[src/rtl/wakeup_event_router_defs.svh]
`ifndef WAKEUP_EVENT_ROUTER_DEFS_SVH
`define WAKEUP_EVENT_ROUTER_DEFS_SVH

// ****************************************************************
// Register byte offsets
// ****************************************************************
`define WER_HOST_STATUS     12'h000
`define WER_HOST_PWRUP_EN   12'h004
`define WER_HOST_SMI_EN     12'h008
`define WER_HOST_IRQ_EN     12'h00C
`define WER_ACPI_STATE      12'h010
`define WER_HOST_PWR_CFG    12'h014
`define WER_CORE_STATUS     12'h020
`define WER_CORE_EVENT_EN   12'h024
`define WER_CORE_CTRL_ONE   12'h028
`define WER_CORE_CTRL_TWO   12'h02C
`define WER_CORE_CTRL_THREE 12'h030
`define WER_CORE_INT_EN     12'h034
`define WER_CFG_BASE_LOW    12'h038
`define WER_CFG_BASE_HIGH   12'h03C

// ****************************************************************
// Event status bit positions (host and core status alike)
// ****************************************************************
`define WER_EV_RING_A   0
`define WER_EV_RING_B   1
`define WER_EV_TELE     3
`define WER_EV_MODIRQ   7
`define WER_EV_MASK     8'h8B

// ****************************************************************
// Control field positions
// ****************************************************************
`define WER_PCFG_BTN    0
`define WER_PCFG_PSO    1
`define WER_C1_VALID    0
`define WER_C1_LOCK     1
`define WER_C2_PSO      6
`define WER_C2_BTN      7
`define WER_C2_BTNCHG   8
`define WER_C3_ALARM    0
`define WER_IE_PSO      6
`define WER_IE_BTN      7
`define WER_IE_ALARM    8

// ****************************************************************
// Reset values
// ****************************************************************
`define WER_RST_BYTE    8'h00
`define WER_RST_WORD    32'h0000_0000

// ****************************************************************
// Timing
// ****************************************************************
`define WER_CLK_KHZ         200000
`define WER_RING_SLOT_US    62500
// Cycles per microsecond first: the full product would overflow a 32-bit int
`define WER_RING_SLOT_CYC   (`WER_RING_SLOT_US * (`WER_CLK_KHZ / 1000))

`endif

[src/rtl/wakeup_event_router_pkg.sv]
package wakeup_event_router_pkg;

  // ****************************************************************
  // Carrier types
  // ****************************************************************
  typedef logic [7:0] event_vec_t;   // One bit per wake event

  typedef struct packed {
    logic        sel;                // psel
    logic        enable;             // penable
    logic        write;              // pwrite
    logic [11:0] addr;               // paddr
    logic [31:0] wdata;              // pwdata
  } apb_req_t;

  typedef struct packed {
    logic powerUpRequestN;           // Power-up request, low active
    logic sysMgmtIntN;               // System management int, low
    logic hostIrqReq;                // Host interrupt channel request
  } host_out_t;

endpackage : wakeup_event_router_pkg

[src/rtl/wakeup_event_router.sv]
// The APB register port and the address map were left to the implementer.
`timescale 1ns/100ps
`include "wakeup_event_router_defs.svh"
// Overview of operation
// - Leading edge of enabled module interrupt OR raises event
// - Module event sets bit 7, drives power-up
// - Falling modem ring input is a wake event
// - Record falling edges per 62.5 ms slot
// - Quiet slot then three busy slots detects
// - Button mode change interrupts; mode mirrored
// - Power-off write sets flag, may interrupt
// - S1-S5 writes set core request flags
// - All-zero state write sets working state flag
// - Enabled state request flags raise core interrupt
// - Clear by writing one or masking enable
// - Alarm status sets core alarm request flag
// - Four outputs: irq, power-up, sysmgmt, core wake
// - Host outputs from host bits, core separate
// - Three host routing enables, one bit per event
// - Outputs hold until set bits cleared or masked, save channel 1, 2 sysmgmt requests
// - Sysmgmt ORs internal and channel 1, 2 requests
// - Level-high core wake gathers enabled core requests
// - Valid flag held; no valid, config ignored
// - Status clears only on written one
module wakeup_event_router #(
  parameter int NUM_DEV     = 4,                  // Logical devices
  parameter int SLOT_CYCLES = `WER_RING_SLOT_CYC  // Ring slot length
) (
  input  wire logic                              core_clk,
  input  wire logic                              srst,
  // APB slave
  input  wire logic                              psel,
  input  wire logic                              penable,
  input  wire logic                              pwrite,
  input  wire logic [11:0]                       paddr,
  input  wire logic [31:0]                       pwdata,
  output logic      [31:0]                       prdata,
  output logic                                   pready,
  output logic                                   pslverr,
  // Wake sources
  input  wire logic [NUM_DEV-1:0]                modIrq,
  input  wire logic [NUM_DEV-1:0]                modIrqWakeEn,
  input  wire logic                              modemRingInAN,
  input  wire logic                              modemRingInBN,
  input  wire logic                              teleRingN,
  input  wire logic                              rtcAlarmStatus,
  input  wire logic                              pmChanOneSmi,
  input  wire logic                              pmChanTwoSmi,
  // Output events
  output wakeup_event_router_pkg::host_out_t     hostOut,
  output logic                                   coreWakeupInterrupt,
  // Host configuration address
  output logic      [15:0]                       configBaseAddr,
  output logic                                   configAddrValid
);

  // ****************************************************************
  // Parameter checks
  // ****************************************************************
  initial begin
    if (NUM_DEV < 1 || SLOT_CYCLES < 2) begin
      $error("wakeup_event_router: unsupported parameter values");
    end
  end

  localparam int CW = $clog2(SLOT_CYCLES);

  // ****************************************************************
  // Input synchronisers
  // ****************************************************************
  logic [NUM_DEV+3:0] syncA_q;        // First stage, read by stage two
  logic [NUM_DEV+3:0] syncB_q;        // Second stage, safe to use
  logic [NUM_DEV+3:0] syncC_q;        // Delayed copy for edges
  logic [NUM_DEV+3:0] rawIn;          // Pin bundle

  assign rawIn = {modIrq, rtcAlarmStatus, teleRingN,
                  modemRingInBN, modemRingInAN};

  // Two flops for pins, a third for edge detection
  // Reset to each pin's idle level so no false edge follows reset
  always_ff @(posedge core_clk) begin
    if (srst) begin
      syncA_q <= {{NUM_DEV{1'b0}}, 4'h7};
      syncB_q <= {{NUM_DEV{1'b0}}, 4'h7};
      syncC_q <= {{NUM_DEV{1'b0}}, 4'h7};
    end else begin
      syncA_q <= rawIn;
      syncB_q <= syncA_q;
      syncC_q <= syncB_q;
    end
  end

  // ****************************************************************
  // Event detection
  // ****************************************************************
  logic ringAFall;                    // Modem ring A falling edge
  logic ringBFall;                    // Modem ring B falling edge
  logic teleFall;                     // Telephone ring falling edge
  logic alarmRise;                    // Alarm status set
  logic modNow;                       // OR of enabled device irqs
  logic modPrev_q;                    // Last value of that OR
  logic modRise;                      // Leading edge of module event

  assign ringAFall = syncC_q[0] & ~syncB_q[0];
  assign ringBFall = syncC_q[1] & ~syncB_q[1];
  assign teleFall  = syncC_q[2] & ~syncB_q[2];
  assign alarmRise = ~syncC_q[3] & syncB_q[3];
  assign modNow    = |(syncB_q[NUM_DEV+3:4] & modIrqWakeEn);
  assign modRise   = modNow & ~modPrev_q;

  // Edge memory for the combined module source
  always_ff @(posedge core_clk) begin
    if (srst) begin
      modPrev_q <= 1'b0;
    end else begin
      modPrev_q <= modNow;
    end
  end

  // ****************************************************************
  // Telephone ring slot detector
  // ****************************************************************
  logic [CW-1:0] slotCnt_q;           // Divider toward slot end
  logic          slotEnd;             // One-cycle slot enable
  logic          slotEdge_q;          // Edge seen in current slot
  logic [3:0]    slotHist_q;          // Newest slot in bit 0
  logic [3:0]    slotHistD;           // History after this slot
  logic          teleDetect;          // Pulse train recognised

  assign slotEnd   = (slotCnt_q == CW'(SLOT_CYCLES - 1));
  assign slotHistD = {slotHist_q[2:0], slotEdge_q | teleFall};
  assign teleDetect = slotEnd & (slotHistD == 4'h7);

  // Slot divider, a stand-in for the low-rate clock
  always_ff @(posedge core_clk) begin
    if (srst || slotEnd) begin
      slotCnt_q <= '0;
    end else begin
      slotCnt_q <= slotCnt_q + CW'(1);
    end
  end

  // Per-slot edge record and history
  always_ff @(posedge core_clk) begin
    if (srst) begin
      slotEdge_q <= 1'b0;
      slotHist_q <= 4'hF;             // Busy history forces quiet slot
    end else if (slotEnd) begin
      slotEdge_q <= 1'b0;
      slotHist_q <= slotHistD;
    end else if (teleFall) begin
      slotEdge_q <= 1'b1;
    end
  end

  // ****************************************************************
  // APB slave
  // ****************************************************************
  logic wrEn;                         // Write takes effect
  logic rdSetup;                      // Setup phase of a read
  logic hit;                          // Address is mapped
  logic [31:0] rdMux;                 // Read data selection

  assign pready = 1'b1;               // Zero wait states
  assign wrEn   = psel & penable & pwrite;
  assign rdSetup = psel & ~penable & ~pwrite;

  // Write helper for one offset
  function automatic logic wrAt(input logic [11:0] off);
    wrAt = wrEn && (paddr == off);
  endfunction : wrAt

  // ****************************************************************
  // Host and core event status
  // ****************************************************************
  wakeup_event_router_pkg::event_vec_t newEv;
  wakeup_event_router_pkg::event_vec_t hostSts_q;
  wakeup_event_router_pkg::event_vec_t coreSts_q;
  wakeup_event_router_pkg::event_vec_t hostPwrEn_q;
  wakeup_event_router_pkg::event_vec_t hostSmiEn_q;
  wakeup_event_router_pkg::event_vec_t hostIrqEn_q;
  wakeup_event_router_pkg::event_vec_t coreEvEn_q;
  wakeup_event_router_pkg::event_vec_t hostClr;
  wakeup_event_router_pkg::event_vec_t coreClr;

  always_comb begin
    newEv = '0;
    newEv[`WER_EV_RING_A] = ringAFall;
    newEv[`WER_EV_RING_B] = ringBFall;
    newEv[`WER_EV_TELE]   = teleDetect;
    newEv[`WER_EV_MODIRQ] = modRise;
  end

  assign hostClr = wrAt(`WER_HOST_STATUS) ? pwdata[7:0] : '0;
  assign coreClr = wrAt(`WER_CORE_STATUS) ? pwdata[7:0] : '0;

  // Both copies set together; a set beats a same-cycle clear
  always_ff @(posedge core_clk) begin
    if (srst) begin
      hostSts_q <= `WER_RST_BYTE;
      coreSts_q <= `WER_RST_BYTE;
    end else begin
      hostSts_q <= (hostSts_q & ~hostClr) | newEv;
      coreSts_q <= (coreSts_q & ~coreClr) | newEv;
    end
  end

  // Routing enables; clearing one never touches status
  always_ff @(posedge core_clk) begin
    if (srst) begin
      hostPwrEn_q <= `WER_RST_BYTE;
      hostSmiEn_q <= `WER_RST_BYTE;
      hostIrqEn_q <= `WER_RST_BYTE;
      coreEvEn_q  <= `WER_RST_BYTE;
    end else begin
      if (wrAt(`WER_HOST_PWRUP_EN)) begin
        hostPwrEn_q <= pwdata[7:0] & `WER_EV_MASK;
      end
      if (wrAt(`WER_HOST_SMI_EN)) begin
        hostSmiEn_q <= pwdata[7:0] & `WER_EV_MASK;
      end
      if (wrAt(`WER_HOST_IRQ_EN)) begin
        hostIrqEn_q <= pwdata[7:0] & `WER_EV_MASK;
      end
      if (wrAt(`WER_CORE_EVENT_EN)) begin
        coreEvEn_q <= pwdata[7:0] & `WER_EV_MASK;
      end
    end
  end

  // ****************************************************************
  // Host power requests and core control registers
  // ****************************************************************
  logic       btnMode_q;              // Host power button mode
  logic [8:0] ctrlTwo_q;              // State, power-off, mode change
  logic       alarmFlag_q;            // Alarm request flag
  logic [8:0] coreIntEn_q;            // Core interrupt enables
  logic [8:0] ctrlTwoSet;             // Hardware sets this cycle
  logic [8:0] ctrlTwoClr;             // Firmware clears this cycle
  logic       acpiWr;                 // Host state register written

  assign acpiWr = wrAt(`WER_ACPI_STATE);

  always_comb begin
    ctrlTwoSet = '0;
    if (acpiWr && pwdata[7:0] == `WER_RST_BYTE) begin
      ctrlTwoSet[0] = 1'b1;
    end else if (acpiWr) begin
      ctrlTwoSet[5:1] = pwdata[4:0];
    end
    if (wrAt(`WER_HOST_PWR_CFG)) begin
      ctrlTwoSet[`WER_C2_PSO] = pwdata[`WER_PCFG_PSO];
      ctrlTwoSet[`WER_C2_BTNCHG] =
        pwdata[`WER_PCFG_BTN] ^ btnMode_q;
    end
  end

  // Mirror bit is not a flag and cannot be cleared
  assign ctrlTwoClr = wrAt(`WER_CORE_CTRL_TWO) ?
                      (pwdata[8:0] & 9'h17F) : '0;

  // Button mode, held for the mirror and change detection
  always_ff @(posedge core_clk) begin
    if (srst) begin
      btnMode_q <= 1'b0;
    end else if (wrAt(`WER_HOST_PWR_CFG)) begin
      btnMode_q <= pwdata[`WER_PCFG_BTN];
    end
  end

  // Request flags in the second control register
  always_ff @(posedge core_clk) begin
    if (srst) begin
      ctrlTwo_q <= '0;
    end else begin
      ctrlTwo_q <= (ctrlTwo_q & ~ctrlTwoClr) | ctrlTwoSet;
    end
  end

  // Alarm flag; set beats clear so no alarm is lost
  always_ff @(posedge core_clk) begin
    if (srst) begin
      alarmFlag_q <= 1'b0;
    end else if (alarmRise) begin
      alarmFlag_q <= 1'b1;
    end else if (wrAt(`WER_CORE_CTRL_THREE) &&
                 pwdata[`WER_C3_ALARM]) begin
      alarmFlag_q <= 1'b0;
    end
  end

  // Core interrupt enable register
  always_ff @(posedge core_clk) begin
    if (srst) begin
      coreIntEn_q <= '0;
    end else if (wrAt(`WER_CORE_INT_EN)) begin
      coreIntEn_q <= pwdata[8:0];
    end
  end

  // ****************************************************************
  // Configuration base address
  // ****************************************************************
  logic cfgLock_q;                    // Blocks base address writes
  logic cfgValid_q;                   // Base address usable

  // Address bytes move only while unlocked
  always_ff @(posedge core_clk) begin
    if (srst) begin
      configBaseAddr <= 16'h0000;
    end else if (!cfgLock_q) begin
      if (wrAt(`WER_CFG_BASE_LOW)) begin
        configBaseAddr[7:0] <= pwdata[7:0];
      end
      if (wrAt(`WER_CFG_BASE_HIGH)) begin
        configBaseAddr[15:8] <= pwdata[7:0];
      end
    end
  end

  // Valid clears on written one; lock with address makes it valid
  always_ff @(posedge core_clk) begin
    if (srst) begin
      cfgLock_q  <= 1'b0;
      cfgValid_q <= 1'b0;
    end else if (wrAt(`WER_CORE_CTRL_ONE)) begin
      if (pwdata[`WER_C1_VALID]) begin
        cfgValid_q <= 1'b0;
        cfgLock_q  <= 1'b0;
      end else if (pwdata[`WER_C1_LOCK]) begin
        cfgLock_q  <= 1'b1;
        cfgValid_q <= 1'b1;
      end
    end
  end

  assign configAddrValid = cfgValid_q;   // Host decoder gate

  // ****************************************************************
  // Output events
  // ****************************************************************
  logic [8:0] stateMask;              // Core enables for ctrlTwo

  assign stateMask = {coreIntEn_q[`WER_IE_BTN], coreIntEn_q[`WER_IE_BTN],
                      coreIntEn_q[`WER_IE_PSO], coreIntEn_q[5:0]} &
                     9'h17F;

  // Levels re-evaluated each cycle, so they deassert once bits go
  always_ff @(posedge core_clk) begin
    if (srst) begin
      hostOut <= '{powerUpRequestN: 1'b1, sysMgmtIntN: 1'b1,
                   hostIrqReq: 1'b0};
      coreWakeupInterrupt <= 1'b0;
    end else begin
      hostOut.powerUpRequestN <= ~|(hostSts_q & hostPwrEn_q);
      hostOut.sysMgmtIntN <= ~(|(hostSts_q & hostSmiEn_q) |
                               pmChanOneSmi | pmChanTwoSmi);
      hostOut.hostIrqReq <= |(hostSts_q & hostIrqEn_q);
      coreWakeupInterrupt <= |(coreSts_q & coreEvEn_q) |
                             |(ctrlTwo_q & stateMask) |
                             (alarmFlag_q &
                              coreIntEn_q[`WER_IE_ALARM]);
    end
  end

  // ****************************************************************
  // Read path
  // ****************************************************************
  always_comb begin
    hit   = 1'b1;
    rdMux = `WER_RST_WORD;
    case (paddr)
      `WER_HOST_STATUS:     rdMux[7:0] = hostSts_q;
      `WER_HOST_PWRUP_EN:   rdMux[7:0] = hostPwrEn_q;
      `WER_HOST_SMI_EN:     rdMux[7:0] = hostSmiEn_q;
      `WER_HOST_IRQ_EN:     rdMux[7:0] = hostIrqEn_q;
      `WER_ACPI_STATE:      rdMux = `WER_RST_WORD;   // Write only
      `WER_HOST_PWR_CFG:    rdMux[0] = btnMode_q;
      `WER_CORE_STATUS:     rdMux[7:0] = coreSts_q;
      `WER_CORE_EVENT_EN:   rdMux[7:0] = coreEvEn_q;
      `WER_CORE_CTRL_ONE:   rdMux[1:0] = {cfgLock_q, cfgValid_q};
      `WER_CORE_CTRL_TWO: begin
        rdMux[8:0] = ctrlTwo_q;
        rdMux[`WER_C2_BTN] = btnMode_q;
      end
      `WER_CORE_CTRL_THREE: rdMux[0] = alarmFlag_q;
      `WER_CORE_INT_EN:     rdMux[8:0] = coreIntEn_q;
      `WER_CFG_BASE_LOW:    rdMux[7:0] = configBaseAddr[7:0];
      `WER_CFG_BASE_HIGH:   rdMux[7:0] = configBaseAddr[15:8];
      default:              hit = 1'b0;              // Unmapped
    endcase
  end

  // Read data captured in setup, stable through access
  always_ff @(posedge core_clk) begin
    if (srst) begin
      prdata <= `WER_RST_WORD;
    end else if (rdSetup) begin
      prdata <= rdMux;
    end
  end

  assign pslverr = psel & penable & ~hit;

endmodule : wakeup_event_router

[config.mk]
export PLATFORM = sky130hd
export DESIGN_NAME = wakeup_event_router
export DESIGN_NICKNAME = d
export VERILOG_FILES = /design/src/rtl/wakeup_event_router_pkg.sv /design/src/rtl/wakeup_event_router.sv
export VERILOG_INCLUDE_DIRS = /design/src /design/src/rtl
export SDC_FILE = /design/constraint.sdc
export NUM_CORES = 1
export LEC_CHECK = 0
export ABC_CLOCK_PERIOD_IN_PS = 2300
export BUFFER_PORTS_ARGS = -buffer_cell sky130_fd_sc_hd__buf_2
export CORE_MARGIN = 4
export CORE_UTILIZATION = 30
export CTS_CLUSTER_SIZE = 14
export DETAILED_ROUTE_END_ITERATION = 10
export GPL_TIMING_DRIVEN = 1
export PLACE_DENSITY = 0.5
export SLEW_MARGIN = 20
export SYNTH_ARGS = -nofsm -noshare
export SYNTH_HDL_FRONTEND = slang
export SYNTH_SLANG_ARGS = --single-unit
[constraint.sdc]
create_clock -name core_clk -period 2.3 [get_ports core_clk]
set_clock_uncertainty 0.05 [all_clocks]
set_input_delay 0.345 -clock core_clk [delete_from_list [all_inputs] [get_ports core_clk]]
set_output_delay 0.345 -clock core_clk [all_outputs]
set_load 0.02 [all_outputs]
==> results.sh <==
export IMPL_dr_pass1_iters=5
export IMPL_cp_required_ps=2550
export IMPL_finish_utilization=0.375
export IMPL_pwr_density_cell_nw_per_um2=774
export IMPL_drive_gt1_frac=0.216
export IMPL_postCtsHoldBufs=0
export IMPL_yosys_area_share_adder=0.00214
export IMPL_fmax_mhz=503
export IMPL_design_area_um2=7110
export IMPL_core_um2=19000
export IMPL_initial_core_util=0.309
export IMPL_max_slew_worst_pin_slew_ps=671
export IMPL_post_route_min_period_ps=1990
export IMPL_cts_sinks=130
export IMPL_grt_pass1_wl_um=25700
export IMPL_synth_compound_area_frac=0.143
export IMPL_reg2reg_depth=6
export IMPL_worstPathMaxFanout=6
export IMPL_arrival_ps=2240
export IMPL_die_h_um=148
export IMPL_ys_types=67
export IMPL_dr_total_vias=4943
export IMPL_finalPower_uw=5500
export IMPL_dp_cells=970
export IMPL_async_reset_ff_frac=0
export IMPL_peakVddDrop_mv=0.476
export IMPL_synth_edf_count=0
export IMPL_ys_seq_area_frac=0.444
export IMPL_yosys_most_used_dff="dfxtp_1"
export IMPL_cts_max_level=4
export IMPL_slew_limit_headroom=0.549
export IMPL_via_per_inst=4.93
export IMPL_syn_area_per_cell_um2=8.93
export IMPL_root_buffer="clkbuf_16"
export IMPL_die_area_um2=21800
export IMPL_p_leak_uw=0.00269
export IMPL_cts_buffer_depth=2
export IMPL_synth_seq_cells=130
export IMPL_syn2layout_area_growth_pct=21.3
export IMPL_hold_violations=0
export IMPL_yosys_area_share_simple=0.234
export IMPL_finalCritPeriodShare=0.865
export IMPL_worstSetupEndpointType="register"
export IMPL_dpl_cell_area_um2=6470
export IMPL_first_iter_violations=394
export IMPL_synthesis_area_um2=5860
export IMPL_stdcell_count=1002
export IMPL_worstSkewPairLatency_ps=420
export IMPL_cts_setup_buffers=0
export IMPL_diodes=0
export IMPL_fin_setup_tns_ps=0
export IMPL_status="completed"
export IMPL_synth_cells=656
export IMPL_dpl_hpwl_um=11800
export IMPL_maxCapViolCount=0
export IMPL_cts_tree="yes"
export IMPL_place_congestion=0.847
export IMPL_grt_overflow_total=0
export IMPL_yosys_warnings=0
export IMPL_hold_class="in -> reg"
export IMPL_path_class="reg -> reg"
export IMPL_fin_nets=793
export IMPL_synth_mux_area_frac=0.0773
export IMPL_antenna_found_initial=0
export IMPL_yosys_area_top_type="dfxtp_1"
export IMPL_grt_pass1_vias=4743
export IMPL_ys_top_cells_by_area="dfxtp_1 44%, mux2i_1 5.8%, nand2_1 5.2%"
export IMPL_grt_util_all_layers=0.150
export IMPL_cts_made_buffers=17
export IMPL_setup_viol=0
export IMPL_drc=0
export IMPL_grt_setup_unrepaired="false"
export IMPL_whs_path_depth=2
export IMPL_synth_xor_area_frac=0.0344
export IMPL_routed_wirelength_um=16200
export IMPL_synth_top_cell_area_share=0.444
export IMPL_ctsResizeCount=0
export IMPL_row_count=50
export IMPL_setup_worst_path_start_class="register"
export IMPL_report_final_slew_viol_count=0
export IMPL_grt_max_degree=32
export IMPL_cts_reportedPaths_clkPinSlew_ps=60
export IMPL_synth_top_family_by_area="simple AND/OR/NAND/NOR gates"
export IMPL_fp_dieW_um=148
export IMPL_fillers=1940
export IMPL_io_buffer_count=70
export IMPL_antenna_left=0
export IMPL_routedWlPerCell_um=16.1
export IMPL_pin_count=118
[per-stage QoR]
stage | worst slack [ps] | hold WS [ps]
3_3_place_gp | 140 | 346
5_1_grt | 146 | 43.8
2_1_floorplan | 347 | 339
6_report | 310 | 60.5
4_1_cts | 289 | 42.6
3_5_place_dp | 116 | 343
[synthesized netlist by cell type, drive strengths merged, types with 9 or more instances]
cell type and number:
dfxtp 130, nand2 81, nor2 73, a21oi 45, buf 35, mux2i 34, clkbuf 29, a22oi 17
nand3 17, nor2b 16, nor3 16, or2 12, xor2 12, xnor2 11, nor4 10, o21ai 9
[sequential cells by signal, indices dropped and copies added (netlist names)]
name / cells
slotHist_q: 3
hostSmiEn_q: 4
btnMode_q: 1
alarmFlag_q: 1
hostPwrEn_q: 4
syncA_q: 8
coreSts_q: 8
slotEdge_q: 1
coreIntEn_q: 9
ctrlTwo_q: 8
configAddrValid: 1
configBaseAddr: 16
prdata: 9
hostSts_q: 8
syncB_q: 8
hostIrqEn_q: 4
coreEvEn_q: 4
syncC_q: 4
modPrev_q: 1
coreWakeupInterrupt: 1
slotCnt_q: 24
hostOut: 3
[layout by cell type (no fill, tap or decap), types with 16 or more instances in the layout]
| master | n |
|---|---|
| a21oi_1 | 45 |
| a22oi_1 | 17 |
| buf_2 | 70 |
| buf_4 | 26 |
| clkbuf_16 | 17 |
| conb_1 | 24 |
| dfxtp_1 | 130 |
| mux2i_1 | 34 |
| nand2_1 | 81 |
| nand3_1 | 16 |
| nor2_1 | 73 |
| nor2b_1 | 16 |
[layer usage]
| metal | global-route usage | wire (um) | share of wire |
|---|---|---|---|
| met2 | 0.239 | 7580 | 0.47 |
| met3 | 0.0420 | 934 | 0.058 |
| met5 | 0 | 0 | 0 |
| met4 | 0.0489 | 207 | 0.013 |
| met1 | 0.197 | 7450 | 0.46 |
[worst max-delay path, stage by stage, from the launching register on]
cell and delay [ps]:
dfxtp_1 370, ha_1 250, inv_1 70, or4_1 690
nor3_2 240, xnor2_1 140, nor2_1 50
[layout make-up]
cell class / instances / area [um^2] / area share
tap: 260 / 325 / 0.0458
sequential: 130 / 2600 / 0.366
timing repair buffer: 96 / 546 / 0.0768
inverter: 8 / 30.0 / 0.00423
clock buffer: 21 / 460 / 0.0648
clock inverter: 11 / 176 / 0.0248
multi-input combinational: 476 / 2970 / 0.417
[power by group]
part	total, uW	internal, uW	switching (uW)
logic	292	89.3	202
registers	2300	2280	20.1
clock network	2910	1880	1030
total	5500	4250	1250
[worst paths after layout]
kind | start | end | slack, ps
worst max register to register | slotCnt_q[0] | slotCnt_q[18] | 310
worst min-delay path | teleRingN | syncA_q[2] | 60
worst max-delay path | slotCnt_q[0] | slotCnt_q[18] | 310
worst min register to register | syncA_q[2] | syncB_q[2] | 360
[cells by family (layout without fill, tap and decap cells)]
| group | Yosys count | count (layout) |
|---|---|---|
| fa+ha+maj | 1 | 1 |
| compound gates | 122 | 122 |
| xor+xnor | 23 | 23 |
| mux | 43 | 43 |
| simple gates | 263 | 263 |
| buf+inv | 72 | 136 |
| other cells | 2 | 24 |
| flops | 130 | 130 |
(Power assumes the default switching activity.)
